<file path="src/verilog/pcx_pkg.sv">
// Constants, field layouts and carrier types for the port crossbar enables
package pcx_pkg;

  // Sizes
  localparam int PCX_PINS = 24;
  localparam int PCX_FUNCS = 26;

  // Register addresses and reset values
  localparam logic [7:0] PCX_ADDR_ROUTE_A = 8'hE1;
  localparam logic [7:0] PCX_ADDR_ROUTE_B = 8'hE2;
  localparam logic [7:0] PCX_RST_ROUTE_A = 8'h00;
  localparam logic [6:0] PCX_RST_ROUTE_B = 7'h00;
  localparam logic [7:0] PCX_READ_NONE = 8'h00;

  // Field positions, crossbar_route_select_a
  localparam int PCX_A_CMPB_ASYNC = 7;
  localparam int PCX_A_CMPB = 6;
  localparam int PCX_A_CMPA_ASYNC = 5;
  localparam int PCX_A_CMPA = 4;
  localparam int PCX_A_SYSCLK = 3;
  localparam int PCX_A_TWOWIRE = 2;
  localparam int PCX_A_SPIA = 1;
  localparam int PCX_A_UART = 0;

  // Field positions, crossbar_route_select_b
  localparam int PCX_B_SPIB = 6;
  localparam int PCX_B_TIMERB = 5;
  localparam int PCX_B_TIMERA = 4;
  localparam int PCX_B_EXTCLK = 3;
  localparam int PCX_B_COUNT_LO = 0;
  localparam logic [2:0] PCX_COUNT_RESERVED = 3'h7;

  // Function indices, in crossbar priority order
  localparam int PCX_F_UART_TX = 0;
  localparam int PCX_F_UART_RX = 1;
  localparam int PCX_F_SPIB_SCK = 2;
  localparam int PCX_F_SPIB_SEL = 5;
  localparam int PCX_F_SPIA_SCK = 6;
  localparam int PCX_F_SPIA_SEL = 9;
  localparam int PCX_F_SDA = 10;
  localparam int PCX_F_SCL = 11;
  localparam int PCX_F_CMPA = 12;
  localparam int PCX_F_CMPA_ASYNC = 13;
  localparam int PCX_F_CMPB = 14;
  localparam int PCX_F_CMPB_ASYNC = 15;
  localparam int PCX_F_SYSCLK = 16;
  localparam int PCX_F_CH0 = 17;
  localparam int PCX_F_EXTCLK = 23;
  localparam int PCX_F_TIMERA = 24;
  localparam int PCX_F_TIMERB = 25;

  // Fixed pins: P0.4, P0.5, P2.0 to P2.3 (pin index = port * 8 + bit)
  localparam int PCX_PIN_UART_TX = 4;
  localparam int PCX_PIN_UART_RX = 5;
  localparam int PCX_PIN_SPIB_BASE = 16;
  localparam logic [25:0] PCX_FIXED_FUNCS = 26'h000003F;

  // Fixed functions that claim a given pin
  function automatic logic [25:0] pcx_fixed_mask(input int pin);
    logic [25:0] m;
    m = 26'h0000000;
    if (pin == PCX_PIN_UART_TX) m[PCX_F_UART_TX] = 1'b1;
    if (pin == PCX_PIN_UART_RX) m[PCX_F_UART_RX] = 1'b1;
    for (int k = 0; k < 4; k++)
      if (pin == PCX_PIN_SPIB_BASE + k) m[PCX_F_SPIB_SCK + k] = 1'b1;
    return m;
  endfunction

  // Special function register access from the core
  typedef struct packed {
    logic [7:0] addr;
    logic wrEn;
    logic rdEn;
    logic [7:0] wrData;
  } pcx_sfr_req_s;

endpackage

</file>
<file path="src/verilog/pcx_crossbar_enables.sv">
// Port crossbar peripheral enables: route registers and pin assignment
`timescale 1ns/100ps
//
// Function
// - Async comparator outputs reach a pin only when their enable bit is one.
// - Clocked comparator outputs reach a pin only when their enable bit is one.
// - System clock drives a pin only while its enable bit is set.
// - Two-wire data and clock take pins only while their bit is set.
// - First SPI takes three pins, plus slave select in 4-wire mode.
// - UART transmit sits on P0.4 and receive on P0.5 when enabled.
// - Top bit of the second register reads zero and ignores writes.
// - Second SPI clock, MISO, MOSI sit fixed on P2.0, P2.1, P2.2.
// - Second SPI slave select takes P2.3 only in 4-wire mode.
// - Second timer input takes a pin only while its bit is set.
// - First timer input takes a pin only while its bit is set.
// - Counter array external clock takes a pin only while its bit is set.
// - Channel count N up to 6 routes counter array channels 0 to N-1; the reserved code 7 routes none.
// - Floating functions take the lowest free, unskipped pin in priority order.
// - All pin drivers stay off while the global crossbar enable is low.
// - Routed two-wire pins are always driven open-drain.
module pcx_crossbar_enables
  import pcx_pkg::*;
(
  // Clock and reset
  input wire logic mclk,
  input wire logic rst_n,
  // Special function register port
  input wire pcx_sfr_req_s sfrReq,
  output logic [7:0] sfrRdData,
  // Settings held by neighbouring port logic
  input wire logic crossbarGlobalEnable,
  input wire logic [23:0] pinSkipMask,
  input wire logic serialPortAFourWire,
  input wire logic serialPortBFourWire,
  // Peripheral side, one bit per function
  input wire logic [25:0] funcOut,
  input wire logic [25:0] funcOe,
  output logic [25:0] funcIn,
  // Plain port latch for unrouted pins
  input wire logic [23:0] gpioOut,
  input wire logic [23:0] gpioOe,
  // Pads
  input wire logic [23:0] pinIn,
  output logic [23:0] pinOut,
  output logic [23:0] pinOe,
  output logic [23:0] pinRouted
);

  // Number of set bits of v below position n
  function automatic logic [4:0] count_below(input logic [31:0] v, input int n);
    logic [4:0] c;
    c = 5'h00;
    for (int i = 0; i < 32; i++)
      if (i < n && v[i]) c = c + 5'h01;
    return c;
  endfunction

  logic [7:0] routeA_ff;
  logic [6:0] routeB_ff;
  logic [7:0] nxt_sfrRdData;
  logic [23:0] padMeta_ff;
  logic [23:0] padSync_ff;

  // Register decode
  logic hitA;
  logic hitB;
  assign hitA = sfrReq.addr == PCX_ADDR_ROUTE_A;
  assign hitB = sfrReq.addr == PCX_ADDR_ROUTE_B;

  // Route registers; the unused top bit of B is never stored
  always_ff @(posedge mclk or negedge rst_n)
  begin
    if (!rst_n)
    begin
      routeA_ff <= PCX_RST_ROUTE_A;
      routeB_ff <= PCX_RST_ROUTE_B;
    end
    else
    begin
      if (sfrReq.wrEn && hitA) routeA_ff <= sfrReq.wrData;
      if (sfrReq.wrEn && hitB) routeB_ff <= sfrReq.wrData[6:0];
    end
  end

  // Read data, one cycle after the strobe; other addresses read zero
  always_comb
  begin
    nxt_sfrRdData = PCX_READ_NONE;
    if (sfrReq.rdEn && hitA) nxt_sfrRdData = routeA_ff;
    else if (sfrReq.rdEn && hitB) nxt_sfrRdData = {1'b0, routeB_ff};
  end

  always_ff @(posedge mclk or negedge rst_n)
  begin
    if (!rst_n) sfrRdData <= PCX_READ_NONE;
    else sfrRdData <= nxt_sfrRdData;
  end

  // Channel count; the reserved code routes nothing
  logic [2:0] chanCount;
  logic [2:0] chanLimit;
  assign chanCount = routeB_ff[PCX_B_COUNT_LO +: 3];
  assign chanLimit = (chanCount == PCX_COUNT_RESERVED) ? 3'h0 : chanCount;

  // Enable per function, in priority order
  logic [25:0] funcEn;
  logic spiAOn;
  logic spiBOn;
  assign spiAOn = routeA_ff[PCX_A_SPIA];
  assign spiBOn = routeB_ff[PCX_B_SPIB];
  assign funcEn[PCX_F_UART_TX] = routeA_ff[PCX_A_UART];
  assign funcEn[PCX_F_UART_RX] = routeA_ff[PCX_A_UART];
  assign funcEn[PCX_F_SPIB_SCK +: 3] = {3{spiBOn}};
  assign funcEn[PCX_F_SPIB_SEL] = spiBOn & serialPortBFourWire;
  assign funcEn[PCX_F_SPIA_SCK +: 3] = {3{spiAOn}};
  assign funcEn[PCX_F_SPIA_SEL] = spiAOn & serialPortAFourWire;
  assign funcEn[PCX_F_SDA] = routeA_ff[PCX_A_TWOWIRE];
  assign funcEn[PCX_F_SCL] = routeA_ff[PCX_A_TWOWIRE];
  assign funcEn[PCX_F_CMPA] = routeA_ff[PCX_A_CMPA];
  assign funcEn[PCX_F_CMPA_ASYNC] = routeA_ff[PCX_A_CMPA_ASYNC];
  assign funcEn[PCX_F_CMPB] = routeA_ff[PCX_A_CMPB];
  assign funcEn[PCX_F_CMPB_ASYNC] = routeA_ff[PCX_A_CMPB_ASYNC];
  assign funcEn[PCX_F_SYSCLK] = routeA_ff[PCX_A_SYSCLK];
  assign funcEn[PCX_F_EXTCLK] = routeB_ff[PCX_B_EXTCLK];
  assign funcEn[PCX_F_TIMERA] = routeB_ff[PCX_B_TIMERA];
  assign funcEn[PCX_F_TIMERB] = routeB_ff[PCX_B_TIMERB];

  // Counter array channels are cumulative from channel 0
  genvar ch;
  generate
    for (ch = 0; ch < 6; ch++)
    begin : gChan
      assign funcEn[PCX_F_CH0 + ch] = chanLimit > 3'(ch);
    end
  endgenerate

  // Floating functions ranked among the enabled ones
  logic [25:0] floatEn;
  logic [4:0] funcRank [PCX_FUNCS];
  assign floatEn = funcEn & ~PCX_FIXED_FUNCS;

  genvar f;
  generate
    for (f = 0; f < PCX_FUNCS; f++)
    begin : gRank
      assign funcRank[f] = count_below(32'(floatEn), f);
    end
  endgenerate

  // Pins held by enabled fixed functions are passed over like skipped ones
  logic [23:0] fixedClaim;
  logic [23:0] avail;
  logic [4:0] pinRank [PCX_PINS];
  logic [25:0] selRow [PCX_PINS];
  logic [23:0] selCol [PCX_FUNCS];
  logic [23:0] assigned;
  logic [23:0] openDrain;
  logic [23:0] drvOut;
  logic [23:0] drvOe;

  genvar p;
  generate
    for (p = 0; p < PCX_PINS; p++)
    begin : gPin
      logic [25:0] fixedSel;
      logic [25:0] floatSel;
      assign fixedSel = funcEn & pcx_fixed_mask(p);
      assign fixedClaim[p] = |fixedSel;
      assign avail[p] = ~pinSkipMask[p] & ~fixedClaim[p];
      assign pinRank[p] = count_below(32'(avail), p);
      // k-th enabled floating function lands on the k-th free pin
      for (f = 0; f < PCX_FUNCS; f++)
      begin : gMatch
        assign floatSel[f] = floatEn[f] & avail[p] & (funcRank[f] == pinRank[p]);
        assign selCol[f][p] = selRow[p][f];
      end
      assign selRow[p] = fixedSel | floatSel;
      assign assigned[p] = |selRow[p];
      assign openDrain[p] = selRow[p][PCX_F_SDA] | selRow[p][PCX_F_SCL];
      assign drvOut[p] = |(selRow[p] & funcOut);
      assign drvOe[p] = |(selRow[p] & funcOe);
    end
  endgenerate

  // Pad levels come from outside the clock domain
  always_ff @(posedge mclk or negedge rst_n)
  begin
    if (!rst_n)
    begin
      padMeta_ff <= 24'h000000;
      padSync_ff <= 24'h000000;
    end
    else
    begin
      padMeta_ff <= pinIn;
      padSync_ff <= padMeta_ff;
    end
  end

  // Pad level back to each routed function; unrouted inputs read zero
  logic [25:0] nxt_funcIn;
  generate
    for (f = 0; f < PCX_FUNCS; f++)
    begin : gIn
      assign nxt_funcIn[f] = |(selCol[f] & padSync_ff);
    end
  endgenerate

  // Pin drive, chosen pin by pin; two-wire pins only ever pull low
  // Bitwise select, so one routed pin never drags the other pads off gpio
  logic [23:0] nxt_pinOut;
  logic [23:0] nxt_pinOe;
  logic [23:0] rawOe;
  logic [23:0] routedOe;
  assign nxt_pinOut = (assigned & drvOut & ~openDrain) | (~assigned & gpioOut);
  assign routedOe = (openDrain & ~drvOut) | (~openDrain & drvOe);
  assign rawOe = (assigned & routedOe) | (~assigned & gpioOe);
  assign nxt_pinOe = crossbarGlobalEnable ? rawOe : 24'h000000;

  // Pin and function registers; costs one cycle, including on the async
  // comparator path, so that outputs leave glitch free from a flop
  always_ff @(posedge mclk or negedge rst_n)
  begin
    if (!rst_n)
    begin
      pinOut <= 24'h000000;
      pinOe <= 24'h000000;
      pinRouted <= 24'h000000;
      funcIn <= 26'h0000000;
    end
    else
    begin
      pinOut <= nxt_pinOut;
      pinOe <= nxt_pinOe;
      pinRouted <= assigned;
      funcIn <= nxt_funcIn;
    end
  end

endmodule

</file>
<file path="config.mk">
export PLATFORM = sky130hd
export DESIGN_NAME = pcx_crossbar_enables
export DESIGN_NICKNAME = d
export VERILOG_FILES = /design/src/verilog/pcx_pkg.sv /design/src/verilog/pcx_crossbar_enables.sv
export SDC_FILE = /design/constraint.sdc
export NUM_CORES = 2
export LEC_CHECK = 0
export BUFFER_PORTS_ARGS = -buffer_cell sky130_fd_sc_hd__buf_2
export CAP_MARGIN = 20
export CORE_MARGIN = 2
export CORE_UTILIZATION = 43
export CTS_CLUSTER_DIAMETER = 80
export DETAILED_ROUTE_END_ITERATION = 10
export HOLD_SLACK_MARGIN = 0.06
export PLACE_DENSITY = 0.68
export SYNTH_ARGS = -nofsm -noshare
export SYNTH_HDL_FRONTEND = slang
export SYNTH_SLANG_ARGS = --single-unit
</file>
<file path="constraint.sdc">
create_clock -name mclk -period 64.1 [get_ports mclk]
set_input_delay 12.82 -clock mclk [delete_from_list [all_inputs] [get_ports mclk]]
set_output_delay 12.82 -clock mclk [all_outputs]
set_load 0.02 [all_outputs]
</file>
==> impl_summary.txt, run 1 <==
----------------------------------------------------
[Outcome]
  Status ... aborted with a tool error
  Stage where the run ended ... 5_1_grt
  Error that halted the flow ... [ERROR GRT-0116] Global routing finished with congestion. Check the congestion regions in the DRC Viewer.

[Clocking]
  CTS H-tree lvls ... 4
  Quantity of gates resized following cts ... 0
  Total clock buffers created by CTS ... 17
  Max Root-Sink Buffers ... 2
  Total setup buffers inserted after CTS ... 0
  CTS Hold Buffers Added ... 0
  CTS sink count ... 169
  Clk root buf ... sky130_fd_sc_hd__clkbuf_16

[Global routing]
  Maximum number of pins on one net before global-route repair ... 74
  GRT Residual Overflow ... between 70 and 80
  First-pass GRT wire length ... about 540,000 um
  Number of global-route vias before repair ... ~59,000
  GRT Overall Usage ... 74.6%

[Synth]
  Yosys reg bits ... about 170
  Main combinational cell family by area after synthesis ... XOR/XNOR gates
  Unique masters post-synth ... ~110
  Post-synthesis sequential area ratio ... roughly 9.8%
  Fraction of the mapped netlist area in compound gates ... around a fifth
  Post-synthesis mux area share ... roughly 1.5%
  Number of enable flip-flop cells after synthesis ... 0
  Gate count of the mapped netlist ... 5,783
  Primary FF master, synth ... sky130_fd_sc_hd__dfrtp_1
  Most common cell in the netlist ... sky130_fd_sc_hd__xnor2_1
  Avg Inst Size Synth ... between 7 and 8 um^2
  Cell area after technology mapping ... about 43,000 um^2
  Fraction of the mapped netlist area in simple logic gates ... 26.9%
  Synth top area cells ... sky130_fd_sc_hd__xnor2_1, sky130_fd_sc_hd__dfrtp_1, sky130_fd_sc_hd__nor4_1, sky130_fd_sc_hd__nand2_1, sky130_fd_sc_hd__clkbuf_1
  Leading post-synthesis cells by instance count ... sky130_fd_sc_hd__xnor2_1, sky130_fd_sc_hd__nand2_1, sky130_fd_sc_hd__clkbuf_1
  Synth Area in Adders ... around 2.1%
  Top cell type's share of synthesized area ... 26.8%
  Post-synthesis xor/xnor area fraction ... around 34%
  Count of yosys warnings during synthesis ... 0
  Share of async-settable or async-resettable flops after synthesis ... 100%
  Post-synth top area cell ... sky130_fd_sc_hd__xnor2_1
  Synthesized netlist net count ... approximately 6,000

[Die]
  Number of ports placed on the die boundary ... about 280
  Die Ht ... between 300 and 400 um
  Starting Density ... 43.3%
  DIE WIDTH ... 321 um
  Site row count ... between 100 and 150

[Placement]
  Half-perimeter wire length of the detailed placement result ... ~250,000 um
  Count of input and output buffers ... ~270
  Placer congestion estimate ... between 1 and 1.5

----------------------------------------------------
[stage by stage]
stage                     hold slack, ns  setup WS, ns  utilization (%)  instance area (um^2)  std cells
after floorplan                    0.331         23.74                -                 43200       5783
after global placement             0.332         26.14             48.8                 48700       7239
after detailed placement           0.336         25.85             48.8                 48700       7244
after CTS                          0.339         26.36             49.4                 49300       7276
[layer usage]
layer / overflow / track usage, %
met1: 0 / 78.6
met4: 36 / 67.6
met3: 1 / 58.6
met5: 1 / 35.1
met2: 40 / 89.2
[kinds of logic after synthesis]
logic type | Yosys count
compound gates | 1081
xor+xnor | 1564
buf+inv | 715
simple gates | 2124
fa+ha+maj | 72
mux | 58
flops | 169
==> run 2, diff against run 1 <==
- CORE_UTILIZATION: 43 -> 28
- CTS_CLUSTER_DIAMETER: 80 -> not set
- HOLD_SLACK_MARGIN: 0.06 -> not set
- PLACE_DENSITY: 0.68 -> not set
- PLACE_DENSITY_LB_ADDON: not set -> 0.15
==> run 2 against run 1 <==
The flow now finishes, with violations (DRC). Synthesized cell count unchanged. Synthesized area unchanged.
==> impl_summary.txt, run 2 <==
----------------------------------------------------
[Synth]
  Synth top area cells ... sky130_fd_sc_hd__xnor2_1, sky130_fd_sc_hd__dfrtp_1, sky130_fd_sc_hd__nor4_1, sky130_fd_sc_hd__nand2_1, sky130_fd_sc_hd__clkbuf_1
  Post-synthesis sequential area ratio ... 9.79% (unchanged)
  Yosys reg bits ... 169 (unchanged)
  Primary FF master, synth ... sky130_fd_sc_hd__dfrtp_1
  Number of enable flip-flop cells after synthesis ... 0 (unchanged)
  Cell area after technology mapping ... 43,200 um^2 (unchanged)
  Avg Inst Size Synth ... 7.47 um^2 (unchanged)
  Gate count of the mapped netlist ... 5,783 (unchanged)
  Leading post-synthesis cells by instance count ... sky130_fd_sc_hd__xnor2_1, sky130_fd_sc_hd__nand2_1, sky130_fd_sc_hd__clkbuf_1
  Count of yosys warnings during synthesis ... 0 (unchanged)
  Post-synth top area cell ... sky130_fd_sc_hd__xnor2_1
  Synthesized netlist net count ... 6,025 (unchanged)
  Share of async-settable or async-resettable flops after synthesis ... 100% (unchanged)
  Most common cell in the netlist ... sky130_fd_sc_hd__xnor2_1
  Top cell type's share of synthesized area ... 26.8% (unchanged)
  Unique masters post-synth ... 112 (unchanged)

[Global routing]
  Antenna violations before repair ... 35
  Maximum number of pins on one net before global-route repair ... between 60 and 70
  GRT Residual Overflow ... 0
  Number of global-route vias before repair ... about 53,000
  First-pass GRT wire length ... 504,000 um
  GRT Overall Usage ... between 40% and 50%

[Detailed routing]
  Via count normalized by instance count ... between 6 and 7
  Starting DRC count in detailed routing ... ~9,300
  Number of search-and-repair iterations in the first detailed-routing pass ... 11
  Number of DRC violations after detailed routing ... 26
  WL final ... between 300,000 and 400,000 um
  Residual antenna-violating net count after detailed routing ... 0
  DR WL/cell ... 47.4 um
  Total number of vias ... about 56,000

[Final layout]
  Multi-input logic area ... ~38,000 um^2
  Sequential Area ... about 4200 um^2
  Commonest cells after routing, fill and taps aside ... sky130_fd_sc_hd__xnor2_1, sky130_fd_sc_hd__buf_4, sky130_fd_sc_hd__nand2_1
  Flip-flop count of the largest register after layout ... 26
  Total number of nets in the final design ... 6,260
  Most flop-heavy register ... funcIn
  Finished Cell Area ... a little over 50,000 um^2
  Number of inserted filler cells in the final layout ... 16,551
  Commonest non-fill, non-tap cell in the layout ... sky130_fd_sc_hd__xnor2_1
  Fraction of layout cells with a size suffix above 1 ... 19.8%
  Layout-stage area growth over the synthesis result ... 18.2%

[Hold path]
  Min-Delay Endpoint ... padSync_ff[9]
  Hold WC Path Type ... reg2reg
  Min-Delay Path Depth ... 0
  Startpoint of the worst hold path ... padMeta_ff[9]

[Outcome]
  Status ... finished, violations left
  Violations in the final reports ... DRC

[Clocking]
  CTS Hold Buffers Added ... 0 (unchanged)
  Clk root buf ... sky130_fd_sc_hd__clkbuf_16
  Quantity of gates resized following cts ... 0 (unchanged)
  Clock latency at the later pin of the worst-skew pair ... 0.62 ns
  CTS sink count ... 169 (unchanged)
  CTS clk-pin slew, worst paths ... 0.14 ns
  CTS H-tree lvls ... 4 (unchanged)
  CTS tree ... done
  Total setup buffers inserted after CTS ... 0 (unchanged)
  Max Root-Sink Buffers ... 2 (unchanged)
  Total clock buffers created by CTS ... 17 (unchanged)

[STA]
  Measured slew at the worst slew-check pin ... roughly 1.3 ns
  Number of endpoints with negative hold slack in the final report ... 0
  Max-slew violation count ... 0
  Maximum frequency from static timing analysis ... 25.2 MHz
  Setup skew after layout ... between 0.05 and 0.06 ns
  Relative slew margins ... 10.4%
  RSZ-0062 raised after global routing ... no
  Post-layout minimum cycle time ... between 30 and 40 ns
  Final setup viols ... 0
  Period Utilization, post-route ... 61.8%
  Summed negative setup slack over all endpoints ... 0 ns

[Worst setup path]
  Number of cells traversed by the worst register-to-register path ... between 80 and 90
  Critical Path Start Type ... primary input
  Reg-to-reg critical path endpoint ... pinOe[23]
  Type of element capturing the critical path ... register
  Most frequent cell on the critical path ... sky130_fd_sc_hd__buf_4
  Worst EP arrival ... between 40 and 50 ns
  Reg-to-reg slack, setup ... about 39 ns
  Maximum net fanout on the critical path ... 27
  Delay contributed by the slowest stage of the critical path ... around 0.76 ns
  CP required ... 64.55 ns
  RR Startpoint ... routeA_ff[0]
  Master of the slowest instance on the critical path ... sky130_fd_sc_hd__a2111oi_0
  Worst Setup Path Type ... in2reg

[Die]
  Site row count ... 144 (+24%)
  Number of ports placed on the die boundary ... 277 (unchanged)
  Total die area ... ~160,000 um^2
  DIE WIDTH ... 397 um (+24%)
  CORE AREA ... around 150,000 um^2
  Die Ht ... 397 um (+24%)
  Starting Density ... 28.1% (-15 points)

[Placement]
  Half-perimeter wire length of the detailed placement result ... 280,000 um (+13%)
  Cell area reported after detailed placement ... 50,100 um^2 (+2.9%)
  Count of input and output buffers ... 274 (unchanged)
  Placer congestion estimate ... 1.10 (-9.4%)

[Flow run]
  # Max-Cap Violations ... 0

----------------------------------------------------
-- run 2: cell counts after synthesis --
Identical to the previous run, type by type.
-- run 2: worst max path at each step --
| stage | start | endpoint | depth (start not counted) |
|---|---|---|---|
| 2_1_floorplan | pinSkipMask[0] | pinOe[23] | 114 |
| 3_3_place_gp | pinSkipMask[0] | pinOe[23] | 101 |
| 3_5_place_dp | pinSkipMask[0] | pinOe[23] | 101 |
| 4_1_cts | pinSkipMask[0] | pinOe[23] | 101 |
| 5_1_grt | pinSkipMask[0] | pinOe[23] | 101 |
| 6_report | pinSkipMask[0] | pinOe[23] | 101 |
-- run 2: cells by family (layout without fill, tap and decap cells) --
group	after synthesis	in the layout	share of synthesized area [%]
buffers and inverters	715	963	6.48
other	0	10	0
multiplexers	58	58	1.46
flip-flops	169	169	9.79
XOR/XNOR	1564	1564	34.2
adder cells (fa/ha/maj)	72	72	2.08
AO/OA/AOI/OAI	1081	1081	19.1
AND/OR/NAND/NOR	2124	2124	26.9
-- run 2: metrics by stage --
stage	setup slack (ns)	hold WS (ns)	std cells	utilization, %
floorplan	23.74	0.331	5783	-
global placement	24.59	0.333	8009	32.6
detailed placement	24.64	0.335	8018	32.6
CTS	25.15	0.325	8050	33.0
global route	23.83	0.339	8075	33.2
finish	24.48	0.319	8085	33.2
-- run 2: metal layers --
layer | GRT usage (%) | part of all wire (%) | vias up
met5 | 0.0308 | 0.023 | -
li1 | - | - | 21880
met4 | 50.2 | 13 | 12
met2 | 69.7 | 41 | 4663
met3 | 15.4 | 11 | 1816
met1 | 51.6 | 34 | 27392
-- run 2: critical path, delay by kind of cell --
kind | cells | cell delay [ns]
xor+xnor | 3 | 0.73
compound gates | 26 | 5.45
buf+inv | 30 | 9.08
simple gates | 24 | 5.57
fa+ha+maj | 18 | 6.18
-- run 2: area by class of cell --
cell class	count	area share (%)
diodes	10	0.0490
clock buffers	18	0.860
clock inverters	14	0.306
inverters	157	1.17
multi-input cells	4899	74.2
flip-flops and latches	169	8.29
well taps	2044	5.01
repair buffers	774	10.1
Power of run 2 is left out: the tool's default activity adds up to more than one toggle a clock period on the data nets, which glitch-free logic cannot reach.
